===== src/hdl/link_codec_consts.vh =====
// Purpose: shared constants of the parallel/serial link codec
// Assumes: one 20 MHz clock, serial bit rate derived by a divider
// Notes: symbol codes are left-justified in a 12-bit code word
//
// Overview of operation
// - eight-bit mode splits the byte into two nibbles, each coded into five bits.
// - encoded bytes are NRZI formatted before leaving on the serial line.
// - accepted words are latched, encoded, then shifted out at bit rate.
// - host strobes each word; transmitter answers an accepted strobe with acknowledge.
// - data or command symbols go out only for byte cycles with a strobed word.
// - byte cycles without a strobed word send the unique Sync symbol.
// - receiver finds byte boundaries by detecting the Sync symbol.
// - a decoded Sync leaves output lines alone and raises no strobe.
// - receiver strobes whenever a new data or command word is on its outputs.
// - receiver recovers the bit clock by tracking line transitions, samples with it.
// - both ends have twelve parallel lines, each a data or command bit.
// - line split is selectable as 8+4, 9+3 or 10+2.
// - commands travel as distinct symbols, distinguishable from data.
// - local mode links exactly one transmitter to one receiver over one line.
// - test mode bypasses internal clocking and tracking, using an external bit clock.
// - nine-bit mode uses a 5-to-6 upper coder; ten-bit mode uses two.
// - any nonzero command bit at strobe sends a command, ignoring data lines.
// - NRZI gives a transition for each one bit, none for zero.
// - serializer sends the most significant bit of the upper field first.
`ifndef LINK_CODEC_CONSTS_VH
`define LINK_CODEC_CONSTS_VH

// width modes on the width_mode pins
`define MODE_8 2'h0
`define MODE_9 2'h1
`define MODE_10 2'h2

// code bits per byte in each mode
`define NBITS_8 4'ha
`define NBITS_9 4'hb
`define NBITS_10 4'hc

// last sys_clk count of a serial bit (8 cycles a bit), and the sampling phase inside a bit
`define BIT_DIV_LAST 4'h7
`define BIT_MID 4'h4

// sync and command field codes, all outside the data code sets
`define SYNC5_HI 5'h18
`define SYNC5_LO 5'h11
`define SYNC6 6'h06
`define CMD5 5'h07
`define CMD6 6'h07

// line masks for data and command bits
`define DMASK_8 12'h0ff
`define DMASK_9 12'h1ff
`define DMASK_10 12'h3ff
`define CMASK_8 12'hf00
`define CMASK_9 12'he00
`define CMASK_10 12'hc00

`endif


===== src/hdl/nrzi_serializer.v =====
// Purpose: parallel-to-serial shifter with NRZI line formatting
// Assumes: bit_en is a one-cycle pulse at the serial bit rate
// Notes: take pulses when the next code word is loaded
`timescale 1ns/1ps
`default_nettype none
module nrzi_serializer (
  // clock and reset
  input wire sys_clk,
  input wire rst_n,
  // bit timing and word length
  input wire bit_en,
  input wire [3:0] nbits,
  // code word and load pulse
  input wire [11:0] code,
  output wire take,
  // serial line
  output reg line_reg
);

  reg [11:0] shift_reg;
  reg [3:0] cnt_reg;
  wire cur_bit;

  // byte boundary when the count runs out
  assign take = bit_en && (cnt_reg == 4'h0);
  assign cur_bit = take ? code[11] : shift_reg[11];

  // shifter and nrzi toggle
  always @(posedge sys_clk or negedge rst_n) begin
    if (!rst_n) begin
      shift_reg <= 12'h000;
      cnt_reg <= 4'h0;
      line_reg <= 1'b0;
    end else if (bit_en) begin
      line_reg <= line_reg ^ cur_bit;
      if (take) begin
        shift_reg <= {code[10:0], 1'b0};
        cnt_reg <= nbits - 4'h1;
      end else begin
        shift_reg <= {shift_reg[10:0], 1'b0};
        cnt_reg <= cnt_reg - 4'h1;
      end
    end
  end

endmodule // nrzi_serializer
`default_nettype wire


===== src/hdl/link_codec_top.v =====
// Purpose: transmitter and receiver of a 12-line parallel-over-serial link
// Assumes: host inputs and serial line are asynchronous to sys_clk
// Notes: width mode pins should only change while the link is idle
`timescale 1ns/1ps
`default_nettype none
`include "link_codec_consts.vh"
module link_codec_top (
  // clock and reset
  input wire sys_clk,
  input wire nrst,
  // mode pins
  input wire [1:0] width_mode,
  input wire test_mode,
  input wire test_bit_clk,
  // host transmit side
  input wire [11:0] tx_lines,
  input wire tx_strb,
  output reg tx_ack_reg,
  // serial line
  output wire serial_out,
  input wire serial_in,
  // host receive side
  output reg [11:0] rx_lines_reg,
  output reg rx_data_strb_reg,
  output reg rx_cmd_strb_reg,
  output reg rx_locked_reg
);

  // 4b/5b data code
  function [4:0] enc4;
    input [3:0] d;
    case (d)
      4'h0: enc4 = 5'h1e; 4'h1: enc4 = 5'h09; 4'h2: enc4 = 5'h14; 4'h3: enc4 = 5'h15;
      4'h4: enc4 = 5'h0a; 4'h5: enc4 = 5'h0b; 4'h6: enc4 = 5'h0e; 4'h7: enc4 = 5'h0f;
      4'h8: enc4 = 5'h12; 4'h9: enc4 = 5'h13; 4'ha: enc4 = 5'h16; 4'hb: enc4 = 5'h17;
      4'hc: enc4 = 5'h1a; 4'hd: enc4 = 5'h1b; 4'he: enc4 = 5'h1c; default: enc4 = 5'h1d;
    endcase
  endfunction

  // 5b/6b data code
  function [5:0] enc6;
    input [4:0] d;
    case (d)
      5'h00: enc6 = 6'h36; 5'h01: enc6 = 6'h11; 5'h02: enc6 = 6'h24; 5'h03: enc6 = 6'h25;
      5'h04: enc6 = 6'h12; 5'h05: enc6 = 6'h13; 5'h06: enc6 = 6'h16; 5'h07: enc6 = 6'h17;
      5'h08: enc6 = 6'h22; 5'h09: enc6 = 6'h31; 5'h0a: enc6 = 6'h37; 5'h0b: enc6 = 6'h27;
      5'h0c: enc6 = 6'h32; 5'h0d: enc6 = 6'h33; 5'h0e: enc6 = 6'h34; 5'h0f: enc6 = 6'h35;
      5'h10: enc6 = 6'h3e; 5'h11: enc6 = 6'h19; 5'h12: enc6 = 6'h29; 5'h13: enc6 = 6'h2d;
      5'h14: enc6 = 6'h1a; 5'h15: enc6 = 6'h1b; 5'h16: enc6 = 6'h1e; 5'h17: enc6 = 6'h1f;
      5'h18: enc6 = 6'h2a; 5'h19: enc6 = 6'h2b; 5'h1a: enc6 = 6'h2e; 5'h1b: enc6 = 6'h2f;
      5'h1c: enc6 = 6'h3a; 5'h1d: enc6 = 6'h3b; 5'h1e: enc6 = 6'h3c; default: enc6 = 6'h3d;
    endcase
  endfunction

  // inverse by search, result {valid, 1'b0, value}
  function [5:0] dec4;
    input [4:0] s;
    integer i;
    begin
      dec4 = 6'h00;
      for (i = 0; i < 16; i = i + 1) begin
        if (enc4(i[3:0]) == s) begin
          dec4 = {2'b10, i[3:0]};
        end
      end
    end
  endfunction

  // inverse by search, result {valid, value}
  function [5:0] dec6;
    input [5:0] s;
    integer i;
    begin
      dec6 = 6'h00;
      for (i = 0; i < 32; i = i + 1) begin
        if (enc6(i[4:0]) == s) begin
          dec6 = {1'b1, i[4:0]};
        end
      end
    end
  endfunction

  // reset release and pin synchronisers
  reg [1:0] rst_sync_reg;
  wire rst_n;
  reg [1:0] mode_s1_reg, mode_s2_reg;
  reg test_s1_reg, test_s2_reg;
  reg tck_s1_reg, tck_s2_reg, tck_s3_reg;
  reg strb_s1_reg, strb_s2_reg;
  reg [11:0] lines_s1_reg, lines_s2_reg;
  reg ser_s1_reg, ser_s2_reg, ser_s3_reg;

  assign rst_n = rst_sync_reg[1];

  // async assert, two-stage release
  always @(posedge sys_clk or negedge nrst) begin
    if (!nrst) begin
      rst_sync_reg <= 2'b00;
    end else begin
      rst_sync_reg <= {rst_sync_reg[0], 1'b1};
    end
  end

  // every outside input passes two flops before use
  always @(posedge sys_clk or negedge rst_n) begin
    if (!rst_n) begin
      mode_s1_reg <= `MODE_8;
      mode_s2_reg <= `MODE_8;
      test_s1_reg <= 1'b0;
      test_s2_reg <= 1'b0;
      tck_s1_reg <= 1'b0;
      tck_s2_reg <= 1'b0;
      tck_s3_reg <= 1'b0;
      strb_s1_reg <= 1'b0;
      strb_s2_reg <= 1'b0;
      lines_s1_reg <= 12'h000;
      lines_s2_reg <= 12'h000;
      ser_s1_reg <= 1'b0;
      ser_s2_reg <= 1'b0;
      ser_s3_reg <= 1'b0;
    end else begin
      mode_s1_reg <= width_mode;
      mode_s2_reg <= mode_s1_reg;
      test_s1_reg <= test_mode;
      test_s2_reg <= test_s1_reg;
      tck_s1_reg <= test_bit_clk;
      tck_s2_reg <= tck_s1_reg;
      tck_s3_reg <= tck_s2_reg;
      strb_s1_reg <= tx_strb;
      strb_s2_reg <= strb_s1_reg;
      lines_s1_reg <= tx_lines;
      lines_s2_reg <= lines_s1_reg;
      ser_s1_reg <= serial_in;
      ser_s2_reg <= ser_s1_reg;
      ser_s3_reg <= ser_s2_reg;
    end
  end

  // mode decode: word length, sync code and line masks
  reg [3:0] nbits;
  reg [11:0] sync_code, dmask, cmask;
  always @* begin
    case (mode_s2_reg)
      `MODE_8: begin
        nbits = `NBITS_8;
        sync_code = {`SYNC5_HI, `SYNC5_LO, 2'b00};
        dmask = `DMASK_8;
        cmask = `CMASK_8;
      end
      `MODE_9: begin
        nbits = `NBITS_9;
        sync_code = {`SYNC6, `SYNC5_LO, 1'b0};
        dmask = `DMASK_9;
        cmask = `CMASK_9;
      end
      default: begin
        nbits = `NBITS_10;
        sync_code = {`SYNC6, `SYNC6};
        dmask = `DMASK_10;
        cmask = `CMASK_10;
      end
    endcase
  end

  // bit timing: divider in local mode, external clock edge in test mode
  reg [3:0] div_reg;
  wire tck_rise;
  wire tx_bit_en;
  assign tck_rise = tck_s2_reg & ~tck_s3_reg;
  assign tx_bit_en = test_s2_reg ? tck_rise : (div_reg == `BIT_DIV_LAST);

  always @(posedge sys_clk or negedge rst_n) begin
    if (!rst_n) begin
      div_reg <= 4'h0;
    end else begin
      div_reg <= (div_reg == `BIT_DIV_LAST) ? 4'h0 : div_reg + 4'h1;
    end
  end

  // strobe/acknowledge input latch; a full latch holds off the ack (busy)
  reg [11:0] tx_word_reg;
  reg tx_full_reg;
  wire tx_take;
  wire tx_accept;
  assign tx_accept = strb_s2_reg && !tx_ack_reg && !tx_full_reg;

  always @(posedge sys_clk or negedge rst_n) begin
    if (!rst_n) begin
      tx_word_reg <= 12'h000;
      tx_full_reg <= 1'b0;
      tx_ack_reg <= 1'b0;
    end else begin
      if (tx_accept) begin
        tx_word_reg <= lines_s2_reg;
      end
      tx_full_reg <= tx_accept ? 1'b1 : (tx_take ? 1'b0 : tx_full_reg);
      tx_ack_reg <= tx_accept ? 1'b1 : (strb_s2_reg & tx_ack_reg);
    end
  end

  // encoder: command wins over data, sync when nothing strobed
  reg [11:0] tx_code;
  reg [3:0] cmd_in;
  wire [9:0] d = tx_word_reg[9:0];
  always @* begin
    case (mode_s2_reg)
      `MODE_8: cmd_in = {tx_word_reg[9], tx_word_reg[8], tx_word_reg[11], tx_word_reg[10]};
      `MODE_9: cmd_in = {1'b0, tx_word_reg[9], tx_word_reg[11], tx_word_reg[10]};
      default: cmd_in = {2'b00, tx_word_reg[11], tx_word_reg[10]};
    endcase
    if (!tx_full_reg) begin
      tx_code = sync_code;
    end else begin
      case (mode_s2_reg)
        `MODE_8: begin
          if (cmd_in != 4'h0) begin
            tx_code = {`CMD5, enc4(cmd_in), 2'b00};
          end else begin
            tx_code = {enc4(d[7:4]), enc4(d[3:0]), 2'b00};
          end
        end
        `MODE_9: begin
          if (cmd_in != 4'h0) begin
            tx_code = {`CMD6, enc4(cmd_in), 1'b0};
          end else begin
            tx_code = {enc6(d[8:4]), enc4(d[3:0]), 1'b0};
          end
        end
        default: begin
          if (cmd_in != 4'h0) begin
            tx_code = {`CMD6, enc6({1'b0, cmd_in})};
          end else begin
            tx_code = {enc6(d[8:4]), enc6({d[9], d[3:0]})};
          end
        end
      endcase
    end
  end

  nrzi_serializer u_ser (
    .sys_clk(sys_clk),
    .rst_n(rst_n),
    .bit_en(tx_bit_en),
    .nbits(nbits),
    .code(tx_code),
    .take(tx_take),
    .line_reg(serial_out)
  );

  // receive clock recovery: phase counter restarts on every line edge
  reg [3:0] rx_phase_reg;
  reg rx_last_samp_reg;
  wire rx_samp_en;
  assign rx_samp_en = test_s2_reg ? tck_rise : (rx_phase_reg == `BIT_MID);

  always @(posedge sys_clk or negedge rst_n) begin
    if (!rst_n) begin
      rx_phase_reg <= 4'h0;
      rx_last_samp_reg <= 1'b0;
    end else begin
      if (ser_s2_reg != ser_s3_reg) begin
        rx_phase_reg <= 4'h1;
      end else begin
        rx_phase_reg <= (rx_phase_reg == `BIT_DIV_LAST) ? 4'h0 : rx_phase_reg + 4'h1;
      end
      if (rx_samp_en) begin
        rx_last_samp_reg <= ser_s2_reg;
      end
    end
  end

  // nrzi decode and deframing window
  reg [11:0] rx_sh_reg;
  reg [3:0] rx_cnt_reg;
  wire [11:0] rx_sh_next = {rx_sh_reg[10:0], ser_s2_reg ^ rx_last_samp_reg};
  reg [11:0] win;
  always @* begin
    case (mode_s2_reg)
      `MODE_8: win = {rx_sh_next[9:0], 2'b00};
      `MODE_9: win = {rx_sh_next[10:0], 1'b0};
      default: win = rx_sh_next;
    endcase
  end

  // symbol decode into line value, command flag and validity
  reg [5:0] hi_dec, lo_dec;
  reg is_cmd;
  reg [11:0] rx_val;
  always @* begin
    case (mode_s2_reg)
      `MODE_8: begin
        is_cmd = (win[11:7] == `CMD5);
        hi_dec = dec4(win[11:7]);
        lo_dec = dec4(win[6:2]);
        rx_val = is_cmd ? {lo_dec[1], lo_dec[0], lo_dec[3], lo_dec[2], 8'h00}
                        : {4'h0, hi_dec[3:0], lo_dec[3:0]};
      end
      `MODE_9: begin
        is_cmd = (win[11:6] == `CMD6);
        hi_dec = dec6(win[11:6]);
        lo_dec = dec4(win[5:1]);
        rx_val = is_cmd ? {lo_dec[1], lo_dec[0], lo_dec[2], 9'h000}
                        : {3'h0, hi_dec[4:0], lo_dec[3:0]};
      end
      default: begin
        is_cmd = (win[11:6] == `CMD6);
        hi_dec = dec6(win[11:6]);
        lo_dec = dec6(win[5:0]);
        rx_val = is_cmd ? {lo_dec[1], lo_dec[0], 10'h000}
                        : {2'h0, lo_dec[4], hi_dec[4:0], lo_dec[3:0]};
      end
    endcase
  end

  wire rx_sync_hit = (win == sync_code);
  wire rx_valid = lo_dec[5] & (is_cmd | hi_dec[5]);
  wire [11:0] rx_mask = is_cmd ? cmask : dmask;

  // framing, output latch and strobes
  always @(posedge sys_clk or negedge rst_n) begin
    if (!rst_n) begin
      rx_sh_reg <= 12'h000;
      rx_cnt_reg <= 4'h0;
      rx_locked_reg <= 1'b0;
      rx_lines_reg <= 12'h000;
      rx_data_strb_reg <= 1'b0;
      rx_cmd_strb_reg <= 1'b0;
    end else begin
      rx_data_strb_reg <= 1'b0;
      rx_cmd_strb_reg <= 1'b0;
      if (rx_samp_en) begin
        rx_sh_reg <= rx_sh_next;
        if (rx_sync_hit) begin
          rx_cnt_reg <= 4'h0;
          rx_locked_reg <= 1'b1;
        end else if (rx_cnt_reg == nbits - 4'h1) begin
          rx_cnt_reg <= 4'h0;
          if (rx_locked_reg && rx_valid) begin
            rx_lines_reg <= (rx_lines_reg & ~rx_mask) | (rx_val & rx_mask);
            rx_data_strb_reg <= ~is_cmd;
            rx_cmd_strb_reg <= is_cmd;
          end else begin
            rx_locked_reg <= 1'b0; // code violation drops framing
          end
        end else begin
          rx_cnt_reg <= rx_cnt_reg + 4'h1;
        end
      end
    end
  end

endmodule // link_codec_top
`default_nettype wire


===== config.mk =====
export PLATFORM = sky130hd
export DESIGN_NAME = link_codec_top
export DESIGN_NICKNAME = d
export VERILOG_FILES = /design/src/hdl/nrzi_serializer.v /design/src/hdl/link_codec_top.v
export VERILOG_INCLUDE_DIRS = /design/src /design/src/hdl
export SDC_FILE = /design/constraint.sdc
export NUM_CORES = 1
export LEC_CHECK = 0
export BUFFER_PORTS_ARGS = -buffer_cell sky130_fd_sc_hd__buf_2
export CORE_MARGIN = 2
export CORE_UTILIZATION = 55
export DETAILED_ROUTE_END_ITERATION = 10
export PLACE_DENSITY = 0.81
export SLEW_MARGIN = 10
export SYNTH_ARGS = -nofsm -noshare
export SYNTH_HDL_FRONTEND = slang
export SYNTH_HIERARCHICAL = 1
export SYNTH_SLANG_ARGS = --single-unit

===== constraint.sdc =====
create_clock -name sys_clk -period 3.1 [get_ports sys_clk]
set_input_delay 0.62 -clock sys_clk [delete_from_list [all_inputs] [get_ports sys_clk]]
set_output_delay 0.62 -clock sys_clk [all_outputs]
set_load 0.01 [all_outputs]

==> impl_metrics.toml <==
[worst_setup_path]
critPathTopFamily = "buffers and inverters"
critPathLaunchType = "flop"
arrival_ns = 3.27
cp.required_ns = 3.34
path_cells = "buf_12, inv_1, o22ai_1, a221oi_1, o22ai_1, nor4_2, buf_4, nor4b_4, buf_4, nand4_1, mux2_2"
crit_fanout = 45
reg2reg_depth = 11
crit_path_end_kind = "flop"
worstReg2RegStart = "mode_s2_reg[1]"
criticalPathCategory = "flop to flop"
reg2reg_setup_slack_ns = 0.07
critPathMaxStageDelay_ns = 0.56
cp.buffers_inverters = 4
cp_slowest_cell = "dfrtp_4"

[sta]
post-route-period-util_pct = 97.63
slew_violations = 0
hold_violations = 0
tightest_slew_ns = 0.9220
fin_crit_ns = 3.027
hold_slack_ns = 0.04346
setup_violations = 0
finalWorstSetupSlack_ns = 0.07336
max_slew_margin_pct = 38.02
fmax_mhz = 330.4
clock_skew_ns = 0.009004

[detailed_routing]
ant_nets = 0
firstDrtPassIters = 5
vias = 5861
route.detailed.drc = 0
wl_per_cell_um = 17.71
routed_wl_um = 16470
drt_iter0_markers = 620
avgViaCountPerCell = 6.302

[yosys]
synth_edf_count = 0
yosysSeqAreaShare_pct = 41.12
async_flop_share_pct = 100.0
synth.most_common_cell = "dfrtp_1"
synth_area_per_cell_um2 = 9.073
syn_area_mm2 = 0.006633
synth_common_cells = "dfrtp_1, nand2_1, nor2_1"
synth_top_cell_area_share_pct = 41.12
yosysUniqueCellTypes = 83
synth_seq_cells = 109
synth_flop_cell = "dfrtp_1"
ys_warn_count = 6
synth_cells = 731
synth_area_leaders = "dfrtp_1, mux2_2, o21ai_0, nand2_1, nor2_1"
yosys.area.top_type = "dfrtp_1"

[clocking]
cts_tree = "yes"
clock_sinks = 109
cts_buffers = 9
cts_hold_buf = 0
worstSkewPairLatency_ns = 0.35
clockBufferDepth = 2
h-tree-depth = 3
cts_root_buf = "clkbuf_16"
clk_pin_slew_worst_paths_ns = 0.07

[placement]
hpwl_um = 11910
gp_congestion = 0.9292
place_ws_ns = 0.04871
io_buffer_count = 36

[finish]
drive_gt1_share_pct = 20.18
seq_area_mm2 = 0.002736
fin_nets = 810
nFillCells = 995
area_growth_pct = 12.60
antenna_cells = 0
multi_input_area_mm2 = 0.003582

[global_routing]
grt_pass1_wl_um = 27260
grt_use_total_pct = 26.27
antenna_found_initial = 0
grt_max_degree = 59
grt.overflow.total = 0
grt_pass1_vias = 5557

[floorplanning]
die_area_mm2 = 0.01295
core_area_mm2 = 0.01191
die_w_um = 113.8
die_y_um = 113.8
start_util_pct = 55.68
pin_count = 37
fp-row-count = 40

[power]
p_per_area_mw_per_mm2 = 807.0
p_leak_uw = 0.003205
vdd_ir_drop_max_v = 0.0004709

[run]
cap_violations = 0

[run_status]
outcome = "finished, final reports clean"

[min_path]
hp-class = "input pin to async pin"
[layout by cell type, fill, tap and decap left out, types with 10 or more instances in the layout]
cell type  count
a31oi_1       12
a21oi_1       44
buf_2         36
ha_1          12
o22ai_1       12
nor2_1        69
buf_4         50
o21ai_0       55
dfrtp_1      106
nor3_1        16
mux2_2        28
nand3_1       21
xnor2_1       10
a221oi_1      12
mux2i_1       15
o211ai_1      12
inv_1         26
nand2_1       73
[report_power, final]
part,internal (uW),switching [uW],total [uW]
Clock,568,493,1060
Sequential,1710,499,2210
Combinational,1160,1600,2760
[routing by layer]
metal / part of all wire, % / vias up / track usage, %
li1: - / 2768 / -
met1: 44 / 2849 / 35.75
met2: 49 / 218 / 42.83
met3: 5.4 / 26 / 4.198
met4: 1.6 / 0 / 9.512
met5: 0 / - / 0
[kinds of logic after synthesis]
group | after synthesis | synth area share (%)
multiplexers | 44 | 7.168
XOR/XNOR | 15 | 2.094
AND/OR/NAND/NOR | 238 | 17.94
flip-flops | 109 | 41.12
AO/OA/AOI/OAI | 232 | 24.05
other | 1 | 0.05654
buffers and inverters | 80 | 5.301
adder cells (fa/ha/maj) | 12 | 2.264
[final cells by class]
type                       instances  area share, %
clock buffer                      13          3.351
clock inverter                     3         0.2513
inverter                          27          1.357
multi-input combinational        543          47.96
sequential                       109          36.64
tap                              147          2.463
timing repair buffer              88          7.975
[how the worst max path moves through the flow]
stage / endpoint / from / depth (start not counted) / slack, ns
after floorplan: flop / mode_s2_reg[0] / 10 / 0.51
after global placement: flop / mode_s2_reg[0] / 10 / 0.12
after detailed placement: flop / mode_s2_reg[0] / 10 / 0.05
after CTS: flop / mode_s2_reg[0] / 10 / 0.04
after global routing: flop / mode_s2_reg[0] / 11 / -0.01
final: flop / mode_s2_reg[1] / 11 / 0.07
[per-stage QoR]
step | TNS [ns] | cells | cell area, um2 | power (uW) | utilization, %
final | 0 | 930 | 7468 | 6027 | 62.70
after CTS | 0 | 922 | 7385 | 5966 | 62.00
after global routing | -0.04814 | 930 | 7468 | 6448 | 62.70
after detailed placement | 0 | 906 | 7116 | 4876 | 59.74
after floorplan | 0 | 732 | 6638 | 4099 | -
after global placement | 0 | 906 | 7116 | 4796 | 59.74
[what timing repair did]
action	4_1_cts	5_1_grt
setup buffers	0	8
setup endpoints to repair	0	16
resized for setup	0	7
No activity file was read; power rests on OpenSTA's default activity.
